[src/core/pwrc_pkg.sv]
// Package with register map, field positions and codes of the timer run control block
package pwrc_pkg;
  // Register indices; byte address is four times the index
  localparam logic [7:0] IDX_STROBES  = 8'h26;
  localparam logic [7:0] IDX_CLK_RUN  = 8'h2C;
  localparam logic [7:0] IDX_SS_SYNC  = 8'h2E;
  localparam int         ADR_WIDTH    = 8;

  // Reset values
  localparam logic [15:0] RST_CLK_RUN = 16'h0000;
  localparam logic [15:0] RST_SS_SYNC = 16'h0000;

  // Clock and run control fields
  localparam int F_MAIN_CLK_LO  = 0;
  localparam int F_MAIN_PRE     = 3;
  localparam int F_MAIN_RUN     = 4;
  localparam int F_MAIN_STE     = 5;
  localparam int F_MAIN_DIR     = 6;
  localparam int F_MAIN_ALIGN   = 7;
  localparam int F_AUX_CLK_LO   = 8;
  localparam int F_AUX_PRE      = 11;
  localparam int F_AUX_RUN      = 12;
  localparam int F_AUX_STE      = 13;

  // Single-shot and synchronisation fields
  localparam int F_MAIN_SS      = 0;
  localparam int F_AUX_SS       = 1;
  localparam int F_TRIG_SEL_LO  = 2;
  localparam int F_TRIG_DIR_LO  = 5;
  localparam int F_MAIN_XR_LO   = 8;
  localparam int F_AUX_XR_LO    = 10;
  localparam logic [15:0] SS_SYNC_MASK = 16'h0F7F;

  // Strobe register fields
  localparam int S_MAIN_RUN_CLR = 0;
  localparam int S_MAIN_RUN_SET = 1;
  localparam int S_MAIN_CNT_RES = 2;
  localparam int S_DT_RES       = 3;
  localparam int S_MAIN_STR     = 6;
  localparam int S_MAIN_STD     = 7;
  localparam int S_AUX_RUN_CLR  = 8;
  localparam int S_AUX_RUN_SET  = 9;
  localparam int S_AUX_CNT_RES  = 10;
  localparam int S_AUX_STR      = 14;
  localparam int S_AUX_STD      = 15;

  // Prescaler
  localparam int  PRESCALE_BITS = 15;
  localparam int  EXTRA_STAGE   = 8;

  // Trigger select codes
  localparam logic [2:0] TRIG_NONE   = 3'h0;
  localparam logic [2:0] TRIG_CH0    = 3'h1;
  localparam logic [2:0] TRIG_CH1    = 3'h2;
  localparam logic [2:0] TRIG_CH2    = 3'h3;
  localparam logic [2:0] TRIG_ANY    = 3'h4;
  localparam logic [2:0] TRIG_PERIOD = 3'h5;
  localparam logic [2:0] TRIG_ZERO   = 3'h6;
  localparam logic [2:0] TRIG_HALL   = 3'h7;

  // Direction qualifier and external run edge codes
  localparam logic [1:0] TDIR_UP     = 2'h1;
  localparam logic [1:0] TDIR_DOWN   = 2'h2;
  localparam logic [1:0] TDIR_ANY    = 2'h3;
  localparam logic [1:0] XR_RISE     = 2'h1;
  localparam logic [1:0] XR_FALL     = 2'h2;
  localparam logic [1:0] XR_BOTH     = 2'h3;

  // Count direction status
  localparam logic DIR_UP   = 1'b0;
  localparam logic DIR_DOWN = 1'b1;

  // Bus answer state
  typedef enum logic [1:0] {
    PWRC_IDLE = 2'b01,
    PWRC_ACK  = 2'b10
  } pwrc_bus_t;
endpackage

[src/core/pwrc_run_control.sv]
// Run, clock and shadow control for the main and auxiliary timers
//
// The Wishbone interface to the registers was decided locally.
`timescale 1ns/10ps
// Function
// - Clock select and prescaler writes ignored while that timer runs
// - Main count clock is module clock over two to the select value
// - Main prescaler bit adds a divide-by-256 stage
// - Main timer counts only while its run bit is one
// - Simultaneous set and clear of a run bit leaves it unchanged
// - Main shadow enable lets a shadow event transfer, then clears itself
// - Main shadow event is period match up or one match down
// - Align mode zero wraps upward; one reverses at period and one matches
// - Aux count clock is module clock over two to its select value
// - Aux prescaler bit adds a divide-by-256 stage
// - Aux counts only while run; set or cleared by software and hardware
// - Aux shadow enable lets a period match transfer, then clears itself
// - Reserved control bits read as zero
// - Main single shot stops run and clears channel states at period end
// - Aux single shot stops run and clears compare state at period match
// - Trigger select chooses the main timer event or Hall input edge that starts aux
// - Trigger direction qualifies the trigger by main count direction
// - Trigger direction comes from count direction status
// - Main external run field picks run input edge that sets main run
// - Aux external run field picks run input edge that sets aux run
// - Strobe register reads zero and stores nothing
// - Strobes set and clear run and shadow bits and reset counters
// - Set and clear strobes written together do nothing
// - Counter reset strobe keeps run bit; dead-time reset is separate
module pwrc_run_control (
  // Clock and reset
  input  wire logic        core_clk,
  input  wire logic        rstn,
  // Wishbone slave
  input  wire logic        wb_cyc_i,
  input  wire logic        wb_stb_i,
  input  wire logic        wb_we_i,
  input  wire logic [7:0]  wb_adr_i,
  input  wire logic [3:0]  wb_sel_i,
  input  wire logic [31:0] wb_dat_i,
  output logic      [31:0] wb_dat_o,
  output logic             wb_ack_o,
  // Events from the main counter, qualified by main_count_en
  input  wire logic        main_period_match,
  input  wire logic        main_one_match,
  input  wire logic        main_zero_match,
  input  wire logic [2:0]  main_compare_match,
  // Events from the aux counter, qualified by aux_count_en
  input  wire logic        aux_period_match,
  // Pins
  input  wire logic [2:0]  hall_inputs,
  input  wire logic        main_run_input,
  input  wire logic        aux_run_input,
  // Main timer control
  output logic             main_count_en,
  output logic             main_run_bit,
  output logic             main_count_direction,
  output logic             main_align_mode,
  output logic             main_shadow_transfer,
  output logic             main_counter_reset,
  output logic             channel_state_clear,
  output logic             deadtime_reset,
  // Aux timer control
  output logic             aux_count_en,
  output logic             aux_run_bit,
  output logic             aux_shadow_transfer,
  output logic             aux_counter_reset,
  output logic             aux_state_clear
);

  localparam int PB = pwrc_pkg::PRESCALE_BITS;

  // Mask of low prescaler bits that must all be one for a tick
  function automatic logic [PB-1:0] div_mask(input logic [2:0] sel, input logic pre);
    logic [4:0] n;
    n = {2'b00, sel} + (pre ? 5'(pwrc_pkg::EXTRA_STAGE) : 5'h00);
    div_mask = PB'((16'h0001 << n) - 16'h0001);
  endfunction
  // Run-style flag update: equal set and clear leave the flag as it is
  function automatic logic next_flag(input logic cur, input logic set, input logic clr);
    next_flag = (set == clr) ? cur : set;
  endfunction
  // Edge selection for external run inputs
  function automatic logic edge_pick(input logic [1:0] mode, input logic rise, input logic fall);
    case (mode)
      pwrc_pkg::XR_RISE: edge_pick = rise;
      pwrc_pkg::XR_FALL: edge_pick = fall;
      pwrc_pkg::XR_BOTH: edge_pick = rise | fall;
      default:           edge_pick = 1'b0;
    endcase
  endfunction

  // Control state
  logic [2:0]    main_clock_select, aux_clock_select, aux_trigger_select;
  logic          main_extra_prescale, main_shadow_enable, main_single_shot;
  logic          aux_extra_prescale, aux_shadow_enable, aux_single_shot;
  logic [1:0]    aux_trigger_direction, main_external_run_select, aux_external_run_select;
  logic [PB-1:0] main_prescale, aux_prescale;
  pwrc_pkg::pwrc_bus_t bus_state;
  // Pin synchronisers: 1st stage feeds only the 2nd
  logic [4:0]    pin_s1, pin_s2, pin_s3, pin_filt, pin_rise, pin_fall;
  // Bus decode
  logic          bus_req, wr_commit, hit_strobes, hit_clk_run, hit_ss_sync;
  logic [15:0]   wdata, wmask, strobe, rdata;
  // Hardware events
  logic          main_tick_evt, aux_tick_evt, main_shadow_evt, main_ss_stop, aux_ss_stop;
  logic          trig_hit, trig_dir_ok, aux_trigger, next_main_run, next_aux_run;
  assign bus_req     = wb_cyc_i & wb_stb_i;
  assign wr_commit   = bus_req & wb_we_i & wb_ack_o;
  assign wdata       = wb_dat_i[15:0];
  assign wmask       = {{8{wb_sel_i[1]}}, {8{wb_sel_i[0]}}};
  assign hit_strobes = (wb_adr_i[7:2] == pwrc_pkg::IDX_STROBES[5:0]);
  assign hit_clk_run = (wb_adr_i[7:2] == pwrc_pkg::IDX_CLK_RUN[5:0]);
  assign hit_ss_sync = (wb_adr_i[7:2] == pwrc_pkg::IDX_SS_SYNC[5:0]);
  // Strobes act once, at the accepting edge, and are never stored
  assign strobe      = (wr_commit && hit_strobes) ? (wdata & wmask) : 16'h0000;
  // Pin synchronisers with agreement filter on the last two stages
  always_ff @(posedge core_clk or negedge rstn) begin
    if (!rstn) begin
      pin_s1   <= 5'h00;
      pin_s2   <= 5'h00;
      pin_s3   <= 5'h00;
      pin_filt <= 5'h00;
    end else begin
      pin_s1   <= {aux_run_input, main_run_input, hall_inputs};
      pin_s2   <= pin_s1;
      pin_s3   <= pin_s2;
      pin_filt <= (pin_s2 & pin_s3) | (pin_filt & (pin_s2 ^ pin_s3));
    end
  end
  // A change counts once the two late stages agree on the new level
  assign pin_rise = pin_s2 & pin_s3 & ~pin_filt;
  assign pin_fall = ~pin_s2 & ~pin_s3 & pin_filt;
  // Match inputs only matter on a count step of their timer
  assign main_tick_evt   = main_count_en;
  assign aux_tick_evt    = aux_count_en;
  assign main_shadow_evt = main_tick_evt &&
                           ((main_period_match && main_count_direction == pwrc_pkg::DIR_UP) ||
                            (main_one_match && main_count_direction == pwrc_pkg::DIR_DOWN));
  // Edge mode stops on period, center mode on one match while down
  assign main_ss_stop    = main_single_shot && main_tick_evt &&
                           (main_align_mode ? (main_one_match &&
                                               main_count_direction == pwrc_pkg::DIR_DOWN)
                                            : main_period_match);
  assign aux_ss_stop     = aux_single_shot && aux_tick_evt && aux_period_match;
  // Trigger source for the aux start
  always_comb begin
    case (aux_trigger_select)
      pwrc_pkg::TRIG_CH0:    trig_hit = main_compare_match[0];
      pwrc_pkg::TRIG_CH1:    trig_hit = main_compare_match[1];
      pwrc_pkg::TRIG_CH2:    trig_hit = main_compare_match[2];
      pwrc_pkg::TRIG_ANY:    trig_hit = |main_compare_match;
      pwrc_pkg::TRIG_PERIOD: trig_hit = main_period_match;
      pwrc_pkg::TRIG_ZERO:   trig_hit = main_zero_match &&
                                        main_count_direction == pwrc_pkg::DIR_UP;
      pwrc_pkg::TRIG_HALL:   trig_hit = |(pin_rise[2:0] | pin_fall[2:0]);
      default:               trig_hit = 1'b0;
    endcase
  end
  // Direction is the status bit, so edge mode only starts with up or any
  always_comb begin
    case (aux_trigger_direction)
      pwrc_pkg::TDIR_UP:   trig_dir_ok = (main_count_direction == pwrc_pkg::DIR_UP);
      pwrc_pkg::TDIR_DOWN: trig_dir_ok = (main_count_direction == pwrc_pkg::DIR_DOWN);
      pwrc_pkg::TDIR_ANY:  trig_dir_ok = 1'b1;
      default:             trig_dir_ok = 1'b0;
    endcase
  end
  // Hall edges are asynchronous; counter events need a count step
  assign aux_trigger = trig_dir_ok &&
                       (aux_trigger_select == pwrc_pkg::TRIG_HALL ? trig_hit
                                                                  : (trig_hit && main_tick_evt));

  // Clock select and prescaler fields, frozen while running
  always_ff @(posedge core_clk or negedge rstn) begin
    if (!rstn) begin
      main_clock_select   <= pwrc_pkg::RST_CLK_RUN[2:0];
      main_extra_prescale <= 1'b0;
      main_align_mode     <= 1'b0;
      aux_clock_select    <= 3'h0;
      aux_extra_prescale  <= 1'b0;
    end else if (wr_commit && hit_clk_run) begin
      if (!main_run_bit && wb_sel_i[0]) begin
        main_clock_select   <= wdata[pwrc_pkg::F_MAIN_CLK_LO +: 3];
        main_extra_prescale <= wdata[pwrc_pkg::F_MAIN_PRE];
      end
      if (wb_sel_i[0]) begin
        main_align_mode <= wdata[pwrc_pkg::F_MAIN_ALIGN];
      end
      if (!aux_run_bit && wb_sel_i[1]) begin
        aux_clock_select   <= wdata[pwrc_pkg::F_AUX_CLK_LO +: 3];
        aux_extra_prescale <= wdata[pwrc_pkg::F_AUX_PRE];
      end
    end
  end

  // Single-shot and synchronisation register
  always_ff @(posedge core_clk or negedge rstn) begin
    if (!rstn) begin
      main_single_shot         <= 1'b0;
      aux_single_shot          <= 1'b0;
      aux_trigger_select       <= pwrc_pkg::TRIG_NONE;
      aux_trigger_direction    <= 2'h0;
      main_external_run_select <= 2'h0;
      aux_external_run_select  <= 2'h0;
    end else if (wr_commit && hit_ss_sync) begin
      if (wb_sel_i[0]) begin
        main_single_shot      <= wdata[pwrc_pkg::F_MAIN_SS];
        aux_single_shot       <= wdata[pwrc_pkg::F_AUX_SS];
        aux_trigger_select    <= wdata[pwrc_pkg::F_TRIG_SEL_LO +: 3];
        aux_trigger_direction <= wdata[pwrc_pkg::F_TRIG_DIR_LO +: 2];
      end
      if (wb_sel_i[1]) begin
        main_external_run_select <= wdata[pwrc_pkg::F_MAIN_XR_LO +: 2];
        aux_external_run_select  <= wdata[pwrc_pkg::F_AUX_XR_LO +: 2];
      end
    end
  end
  // Next run levels; the count enables look at them so no step follows a stop
  assign next_main_run = next_flag(main_run_bit, strobe[pwrc_pkg::S_MAIN_RUN_SET] |
    edge_pick(main_external_run_select, pin_rise[3], pin_fall[3]),
    strobe[pwrc_pkg::S_MAIN_RUN_CLR] | main_ss_stop);
  assign next_aux_run  = next_flag(aux_run_bit, strobe[pwrc_pkg::S_AUX_RUN_SET] | aux_trigger |
    edge_pick(aux_external_run_select, pin_rise[4], pin_fall[4]),
    strobe[pwrc_pkg::S_AUX_RUN_CLR] | aux_ss_stop);
  // Run bits: any simultaneous set and clear is a no-op
  always_ff @(posedge core_clk or negedge rstn) begin
    if (!rstn) begin
      main_run_bit <= 1'b0;
      aux_run_bit  <= 1'b0;
    end else begin
      main_run_bit <= next_main_run;
      aux_run_bit  <= next_aux_run;
    end
  end

  // Shadow enables: a transfer consumes the enable
  always_ff @(posedge core_clk or negedge rstn) begin
    if (!rstn) begin
      main_shadow_enable <= 1'b0;
      aux_shadow_enable  <= 1'b0;
    end else begin
      main_shadow_enable <= next_flag(main_shadow_enable, strobe[pwrc_pkg::S_MAIN_STR],
                                      strobe[pwrc_pkg::S_MAIN_STD] |
                                      (main_shadow_enable & main_shadow_evt));
      aux_shadow_enable  <= next_flag(aux_shadow_enable, strobe[pwrc_pkg::S_AUX_STR],
                                      strobe[pwrc_pkg::S_AUX_STD] |
                                      (aux_shadow_enable & aux_tick_evt &
                                       aux_period_match));
    end
  end

  // Count direction: edge mode always up, center mode turns at the ends
  always_ff @(posedge core_clk or negedge rstn) begin
    if (!rstn) begin
      main_count_direction <= pwrc_pkg::DIR_UP;
    end else if (!main_align_mode) begin
      main_count_direction <= pwrc_pkg::DIR_UP;
    end else if (main_tick_evt) begin
      if (main_period_match && main_count_direction == pwrc_pkg::DIR_UP) begin
        main_count_direction <= pwrc_pkg::DIR_DOWN;
      end else if (main_one_match && main_count_direction == pwrc_pkg::DIR_DOWN) begin
        main_count_direction <= pwrc_pkg::DIR_UP;
      end
    end
  end

  // Prescalers are held clear while stopped so the first step is reproducible
  always_ff @(posedge core_clk or negedge rstn) begin
    if (!rstn) begin
      main_prescale <= '0;
      aux_prescale  <= '0;
    end else begin
      main_prescale <= main_run_bit ? main_prescale + PB'(1) : '0;
      aux_prescale  <= aux_run_bit ? aux_prescale + PB'(1) : '0;
    end
  end

  // Count enables: one-cycle pulses at the selected division
  always_ff @(posedge core_clk or negedge rstn) begin
    if (!rstn) begin
      main_count_en <= 1'b0;
      aux_count_en  <= 1'b0;
    end else begin
      main_count_en <= main_run_bit && next_main_run &&
                       ((main_prescale & div_mask(main_clock_select, main_extra_prescale)) ==
                        div_mask(main_clock_select, main_extra_prescale));
      aux_count_en  <= aux_run_bit && next_aux_run &&
                       ((aux_prescale & div_mask(aux_clock_select, aux_extra_prescale)) ==
                        div_mask(aux_clock_select, aux_extra_prescale));
    end
  end

  // One-cycle action pulses toward counters and compare logic
  always_ff @(posedge core_clk or negedge rstn) begin
    if (!rstn) begin
      main_shadow_transfer <= 1'b0;
      aux_shadow_transfer  <= 1'b0;
      main_counter_reset   <= 1'b0;
      aux_counter_reset    <= 1'b0;
      deadtime_reset       <= 1'b0;
      channel_state_clear  <= 1'b0;
      aux_state_clear      <= 1'b0;
    end else begin
      main_shadow_transfer <= main_shadow_enable & main_shadow_evt;
      aux_shadow_transfer  <= aux_shadow_enable & aux_tick_evt & aux_period_match;
      // Counter resets leave the run bits alone, even while running
      main_counter_reset   <= strobe[pwrc_pkg::S_MAIN_CNT_RES];
      aux_counter_reset    <= strobe[pwrc_pkg::S_AUX_CNT_RES];
      deadtime_reset       <= strobe[pwrc_pkg::S_DT_RES];
      channel_state_clear  <= main_ss_stop;
      aux_state_clear      <= aux_ss_stop;
    end
  end

  // Read mux; reserved bits and the strobe register read as zero
  always_comb begin
    rdata = 16'h0000;
    if (hit_clk_run) begin
      rdata[pwrc_pkg::F_MAIN_CLK_LO +: 3] = main_clock_select;
      rdata[pwrc_pkg::F_MAIN_PRE]         = main_extra_prescale;
      rdata[pwrc_pkg::F_MAIN_RUN]         = main_run_bit;
      rdata[pwrc_pkg::F_MAIN_STE]         = main_shadow_enable;
      rdata[pwrc_pkg::F_MAIN_DIR]         = main_count_direction;
      rdata[pwrc_pkg::F_MAIN_ALIGN]       = main_align_mode;
      rdata[pwrc_pkg::F_AUX_CLK_LO +: 3]  = aux_clock_select;
      rdata[pwrc_pkg::F_AUX_PRE]          = aux_extra_prescale;
      rdata[pwrc_pkg::F_AUX_RUN]          = aux_run_bit;
      rdata[pwrc_pkg::F_AUX_STE]          = aux_shadow_enable;
    end else if (hit_ss_sync) begin
      rdata[pwrc_pkg::F_MAIN_SS]             = main_single_shot;
      rdata[pwrc_pkg::F_AUX_SS]              = aux_single_shot;
      rdata[pwrc_pkg::F_TRIG_SEL_LO +: 3]    = aux_trigger_select;
      rdata[pwrc_pkg::F_TRIG_DIR_LO +: 2]    = aux_trigger_direction;
      rdata[pwrc_pkg::F_MAIN_XR_LO +: 2]     = main_external_run_select;
      rdata[pwrc_pkg::F_AUX_XR_LO +: 2]      = aux_external_run_select;
      rdata = rdata & pwrc_pkg::SS_SYNC_MASK;
    end
  end

  // Wishbone answer: ack one cycle after the request, then drop for a cycle
  always_ff @(posedge core_clk or negedge rstn) begin
    if (!rstn) begin
      bus_state <= pwrc_pkg::PWRC_IDLE;
      wb_ack_o  <= 1'b0;
      wb_dat_o  <= 32'h0000_0000;
    end else begin
      case (bus_state)
        pwrc_pkg::PWRC_IDLE: begin
          if (bus_req) begin
            bus_state <= pwrc_pkg::PWRC_ACK;
            wb_ack_o  <= 1'b1;
            wb_dat_o  <= wb_we_i ? 32'h0000_0000 : {16'h0000, rdata};
          end
        end
        pwrc_pkg::PWRC_ACK: begin
          bus_state <= pwrc_pkg::PWRC_IDLE;
          wb_ack_o  <= 1'b0;
          wb_dat_o  <= 32'h0000_0000;
        end
        default: begin
          bus_state <= pwrc_pkg::PWRC_IDLE;
          wb_ack_o  <= 1'b0;
        end
      endcase
    end
  end

endmodule

[config.mk]
export PLATFORM = sky130hd
export DESIGN_NAME = pwrc_run_control
export DESIGN_NICKNAME = d
export VERILOG_FILES = /design/src/core/pwrc_pkg.sv /design/src/core/pwrc_run_control.sv
export SDC_FILE = /design/constraint.sdc
export NUM_CORES = 1
export LEC_CHECK = 0
export BUFFER_PORTS_ARGS = -buffer_cell sky130_fd_sc_hd__buf_2
export CAP_MARGIN = 20
export CORE_ASPECT_RATIO = 1.4
export CORE_MARGIN = 5
export CORE_UTILIZATION = 55
export CTS_CLUSTER_SIZE = 25
export DETAILED_ROUTE_END_ITERATION = 16
export PLACE_DENSITY_LB_ADDON = 0.25
export REMOVE_ABC_BUFFERS = 1
export SYNTH_ARGS = -nofsm -noshare
export SYNTH_HDL_FRONTEND = slang
export SYNTH_SLANG_ARGS = --single-unit
[constraint.sdc]
create_clock -name core_clk -period 5.4 [get_ports core_clk]
set_input_delay 0 -clock core_clk [delete_from_list [all_inputs] [get_ports core_clk]]
set_output_delay 0 -clock core_clk [all_outputs]
set_load 0.02 [all_outputs]
After elaboration in Yosys (flattened, before gate mapping)
Index checks and enable logic that the tools add are counted.
{"block": "totals", "wordCells": 161, "out_inout_bits": 46, "in_bits": 61, "register_bits": 119}
{"block": "classes", "addsub": 6, "n_eq_ne": 30, "n_mux": 27, "shift": 2, "n_bitwise": 30, "n_reduce_logical": 32}
{"operator": "32-bit case mux with 2 select lines", "n": 1}
{"operator": "16-bit 2-to-1 mux", "n": 2}
{"operator": "32-bit 2-to-1 mux", "n": 1}
{"operator": "15-bit by 1-bit adder with 15-bit output, second input constant", "n": 2}
{"operator": "15-bit bitwise AND", "n": 2}
{"operator": "15-bit == test", "n": 2}
{"operator": "15-bit 2-to-1 mux", "n": 2}
{"operator": "1-bit by 5-bit << shifter with 15-bit output, first input constant", "n": 2}
{"operator": "15-bit by 1-bit subtractor with 15-bit output, second input constant", "n": 2}
{"operator": "5-bit bitwise AND", "n": 5}
{"operator": "1-bit logical AND", "n": 19}
{"operator": "6-bit == test, second input constant", "n": 3}
{"operator": "16-bit bitwise AND", "n": 1}
{"operator": "5-bit NOT", "n": 3}
{"operator": "2-bit == test, second input constant", "n": 7}
{"operator": "14-bit 2-to-1 mux", "n": 1}
{"operator": "2-bit AND reduction", "n": 7}
{"operator": "3-bit == test, second input constant", "n": 4}
{"operator": "12-bit 2-to-1 mux", "n": 1}
{"operator": "3-bit by 4-bit adder with 5-bit output", "n": 2}
{"operator": "1-bit 2-to-1 mux", "n": 10}
{"operator": "1-bit OR", "n": 9}
{"operator": "1-bit case mux with 3 select lines", "n": 3}
{"operator": "2-bit by 1-bit == test with 1-bit output, second input constant", "n": 4}
{"operator": "other kinds (17)", "n": 32}

Logic depth before layout (Yosys ltp)
{"block": "depth", "depth_word": 15, "mapped_depth": 10}

Worst setup path after synthesis
OpenSTA, ideal clock, no wires.
{"block": "synth_timing", "path_kind": "register to register", "startpoint": "register aux_clock_select[2]", "endpoint": "register aux_count_en", "period_less_slack_ns": 2.301, "t_arrival_ns": 2.162, "path_buffers": 2, "path_stages_with_launch": 11, "setup_time_ns": 0.140, "slack_ns": 3.099, "t_required_ns": 5.260, "path_cell_list": "dfrtp_1 clkbuf_1 nor2_1 nand3b_1 ha_1 clkbuf_1 or3_1 a2111o_1 o211a_1 nand4_1 nor4_1"}
{"block": "synth_via", "elab_chain_cells": 6}
{"element": "start: declaration", "line_no": "pwrc_run_control.sv:94", "rtl": "logic [2:0] main_clock_select, aux_clock_select, aux_trigger_select;"}
{"element": "start signal: assignment", "line_no": "pwrc_run_control.sv:191", "rtl": "aux_clock_select <= wdata[pwrc_pkg::F_AUX_CLK_LO +: 3];"}
{"element": "3-bit by 4-bit adder with 5-bit output *", "line_no": "pwrc_run_control.sv:76", "rtl": "n = {2'b00, sel} + (pre ? 5'(pwrc_pkg::EXTRA_STAGE) : 5'h00);"}
{"element": "1-bit by 5-bit << shifter with 15-bit output *", "line_no": "pwrc_run_control.sv:77", "rtl": "div_mask = PB'((16'h0001 << n) - 16'h0001);"}
{"element": "15-bit by 1-bit subtractor with 15-bit output *", "line_no": "pwrc_run_control.sv:77"}
{"element": "15-bit bitwise AND", "line_no": "pwrc_run_control.sv:289", "rtl": "((aux_prescale & div_mask(aux_clock_select, aux_extra_prescale)) =="}
{"element": "15-bit == test *", "line_no": "pwrc_run_control.sv:289"}
{"element": "1-bit logical AND *", "line_no": "pwrc_run_control.sv:288", "rtl": "aux_count_en <= aux_run_bit && next_aux_run &&"}
{"element": "end signal: assignment", "line_no": "pwrc_run_control.sv:288"}
{"element": "end: declaration", "line_no": "pwrc_run_control.sv:64", "rtl": "output logic aux_count_en,"}
Every way passes the cells marked *; elsewhere a longest branch is shown, timed or not.
A chain may end at the register's enable or synchronous reset.

Worst setup path in the final report
{"block": "layout_timing", "startpoint": "register wb_ack_o", "endpoint": "register aux_shadow_enable"}
{"block": "layout_via", "elab_chain_cells": 5}
{"element": "start: declaration", "line_no": "pwrc_run_control.sv:42", "rtl": "output logic wb_ack_o,"}
{"element": "start signal: assignment", "line_no": "pwrc_run_control.sv:345", "rtl": "wb_ack_o <= 1'b0;"}
{"element": "start signal: assignment", "line_no": "pwrc_run_control.sv:352", "rtl": "wb_ack_o <= 1'b1;"}
{"element": "start signal: assignment", "line_no": "pwrc_run_control.sv:358", "rtl": "wb_ack_o <= 1'b0;"}
{"element": "1-bit bitwise AND *", "line_no": "pwrc_run_control.sv:109", "rtl": "assign wr_commit = bus_req & wb_we_i & wb_ack_o;"}
{"element": "1-bit logical AND *", "line_no": "pwrc_run_control.sv:116", "rtl": "assign strobe = (wr_commit && hit_strobes) ? (wdata & wmask) : 16'h0000;"}
{"element": "16-bit 2-to-1 mux *", "line_no": "pwrc_run_control.sv:116"}
{"element": "1-bit OR", "line_no": "pwrc_run_control.sv:247", "rtl": "strobe[pwrc_pkg::S_AUX_STD] |"}
{"element": "1-bit == test", "line_no": "pwrc_run_control.sv:81", "rtl": "next_flag = (set == clr) ? cur : set;"}
{"element": "end signal: assignment", "line_no": "pwrc_run_control.sv:246", "rtl": "aux_shadow_enable <= next_flag(aux_shadow_enable, strobe[pwrc_pkg::S_AUX_STR],"}
{"element": "end: declaration", "line_no": "pwrc_run_control.sv:96", "rtl": "logic aux_extra_prescale, aux_shadow_enable, aux_single_shot;"}
Marks and branches as above.

==> summary.md <==
| Metric | Value |
|---|---|
| Full die area | 11,200 um^2 |
| Synth Register Bits | 100 |
| Synth top area share | 49.0% |
| Kind of critical path | flip-flop to flip-flop |
| Fmax | 387 MHz |
| Post-CTS setup buffers | 0 |
| Commonest non-fill, non-tap cell in the layout | dfrtp_1 |
| Hold EP | main_count_direction |
| Worst VDD drop | 0.000208 V |
| Area contributors post-synth | dfrtp_1 49%, mux2_2 3.8%, ha_1 3.5% |
| Status | finished clean |
| Starting DRC count in detailed routing | 169 |
| Post-CTS Resized | 0 |
| Root Buffer | clkbuf_16 |
| Worst-path clk slew | 60 ps |
| Syn_area_per_cell | 10.6 um^2 |
| GP Congestion | 0.799 |
| Vias | 3,856 |
| Final antenna-violating net count | 0 |
| Sw Ratio | 21.5% |
| Max_cap viols | 0 |
| CP peak stage delay | 590 ps |
| Worst Clk Skew | 5.22 ps |
| Die Height | 123 um |
| Crit-path cells | nand4_1 -> nor4_4 -> nand3_1 -> dlygate4sd3_1 -> nand2_1 -> dlygate4sd3_1 |
| RSZ-0062 raised after global routing | no |
| Ys async rst share | 100% |
| Fin. Hold Viols | 0 |
| Port Buffers | 66 |
| Slowest-stage cell, CP | dlygate4sd3_1 |
| CORE AREA | 9030 um^2 |
| R2r worst-path depth | 6 |
| Area growth from synthesis to layout | 17.9% |
| Ys flop type | dfrtp_1 |
| Total power draw | 1550 uW |
| Post-route minimum period | 2590 ps |
| Power Dens Cells | 260 nW/um^2 |
| CP endpoint kind | flip-flop |
| Largest net degree at the start of global routing | 74 |
| DP Wirelength | 7690 um |
| Clock sink count | 100 |
| HP Class | input port to flip-flop |
| Drt first pass iters | 4 |
| GRT Overall Usage | 20.5% |
| Reg2Reg Launch Point | wb_ack_o |
| Final period util | 47.9% |
| CTS Buffer Depth | 2 |
| CTS buffer count | 9 |
| H-tree lvl count | 3 |
| Initial Utilization | 56.0% |
| Synth cell types | 63 |
| TNS Setup | 0 ps |
| Sequential fraction of the synthesis area | 49.5% |
| CTS tree | built |
| Setup-failing EPs final | 0 |
| Cell taking the most area after synthesis | dfrtp_1 |
| CP top delay family | buffers and inverters |
| Combinational power share | 6.1% |
| Hold path cells | 4 |
| Worst-path fanout max | 6 |
| Drt via density | 5.72 |
| I/O pin count | 107 |
| # rows | 41 |
| Drt drc | 0 |
| Max transition margin | 32.0% |
| Internal power | 1220 uW |
| Most Frequent Cell on Critical Path | dlygate4sd3_1 |
| Synth Cell Area | 5060 um^2 |
| Final-stage net count | 637 |
| Worst EP required | 5670 ps |
| Sequential share of power | 50.1% |
| First-pass GRT wire length | 18,500 um |
| Die Width | 91.1 um |
| Stages on worst setup path | 6 |
| Vias in the first global route | 3,904 |
| Yosys warns | 0 |
| Worst R2R Setup Slack | 2810 ps |
| Remaining Overflow, GRT | 0 |
| NetSw | 333 uW |
| Worst skew pair latency | 340 ps |
| Reg2reg end | aux_shadow_enable |
| Worst-Margin Slew | 1020 ps |
| Synth Instances | 478 |
| Hold-fix buffers, CTS | 24 |
| Share of cells above drive strength 1 | 19.9% |
| Leakage | 0.00298 uW |
| Clock power share | 43.8% |
| Hold Crit Start | main_one_match |
| Critical path origin | wb_ack_o |
| CP Buf/Inv Count | 2 |
| Final wirelength | 11,000 um |
| WP data arrival | 2860 ps |
| Worst hold slack | 50.6 ps |
| Number of synthesized flops with an enable pin | 0 |
| Slew Viols, Final | 0 |
| Worst Setup Start Kind | flip-flop |
| Most frequent cells in the layout | 99 x dfrtp_1, 65 x buf_2, 33 x inv_1 |
| Inserted Diodes | 0 |
| Detailed-route wire length per cell | 16.4 um |
| Initial antenna violation count | 0 |
## worst max path at each step
stage / end / slack (ps)
after global placement: aux_count_en / 3080
after detailed placement: aux_count_en / 3010
after floorplan: aux_count_en / 3260
final: aux_shadow_enable / 2810
after CTS: aux_shadow_enable / 2860
after global routing: aux_shadow_enable / 2640
## synth_stat cells, types with 4 or more instances
cell,n
nand3_1,18
a21o_1,8
o21ai_0,19
nor2_1,15
a31oi_1,4
xnor2_1,16
inv_1,33
nor4b_1,4
and3_1,7
buf_4,18
nand4_1,7
o21bai_1,4
xor2_1,8
clkbuf_1,13
nor2b_1,10
a21boi_0,6
a222oi_1,11
a22oi_1,4
mux2_2,17
dfrtp_1,99
and2_1,26
buf_2,6
ha_1,14
a21oi_1,9
nand2_1,32
mux2_4,4
nor3_1,5
or3_1,10
nand2b_1,6
## tightest hold or removal path, stage by stage
cell and delay [ps]:
buf_2 120, nand2_1 60, a22oi_1 50, nor2b_1 110
## power groups by stage
stage,logic [uW],clock network (uW),registers (uW)
after floorplan,39.6,0,788
after global placement,81.0,0,790
after detailed placement,83.8,0,791
after CTS,95.9,698,777
after global routing,107,730,778
final,95.0,679,777
## metrics by stage
step                instance area [um^2]  setup WS (ps)  util, %  cells
global route                        5960           2640     66.0    674
detailed placement                  5400           3010     59.9    634
global placement                    5400           3080     59.9    634
CTS                                 5960           2860     66.0    674
floorplan                           4910           3260        -    458
finish                              5960           2810     66.0    674
## final cells by class
class                      count  area [um^2]
multi-input combinational    325         2290
timing repair buffer          93          596
inverter                      33          124
clock buffer                  11          243
sequential                   100         2500
tap                          107          134
clock inverter                 5         75.1
fill                         721         3070
## kinds of logic after synthesis
| family | synth area share, % |
|---|---|
| simple gates | 17.8 |
| xor+xnor | 4.16 |
| mux | 5.57 |
| fa+ha+maj | 3.46 |
| flops | 49.5 |
| other cells | 0.0741 |
| buf+inv | 6.68 |
| compound gates | 12.8 |
## registers in the layout, indices dropped and copies added, names as in the netlist, 2 cells and up
name and flops:
pin_s3 5, pin_s1 5, pin_filt 5, aux_trigger_select 3
pin_s2 5, main_external_run_select 2, aux_prescale 15, aux_trigger_direction 2
aux_clock_select 3, aux_external_run_select 2, wb_dat_o 14, main_prescale 15
main_clock_select 3
## layer usage
metal	wire, um	share of wire, %	track usage [%]	up-vias
li1	-	-	-	1831
met1	4410	40	24.0	1887
met2	5690	52	36.1	111
met3	629	5.7	4.56	27
met4	303	2.7	8.90	0
met5	0	0	0	-
(Power assumes the default switching activity.)
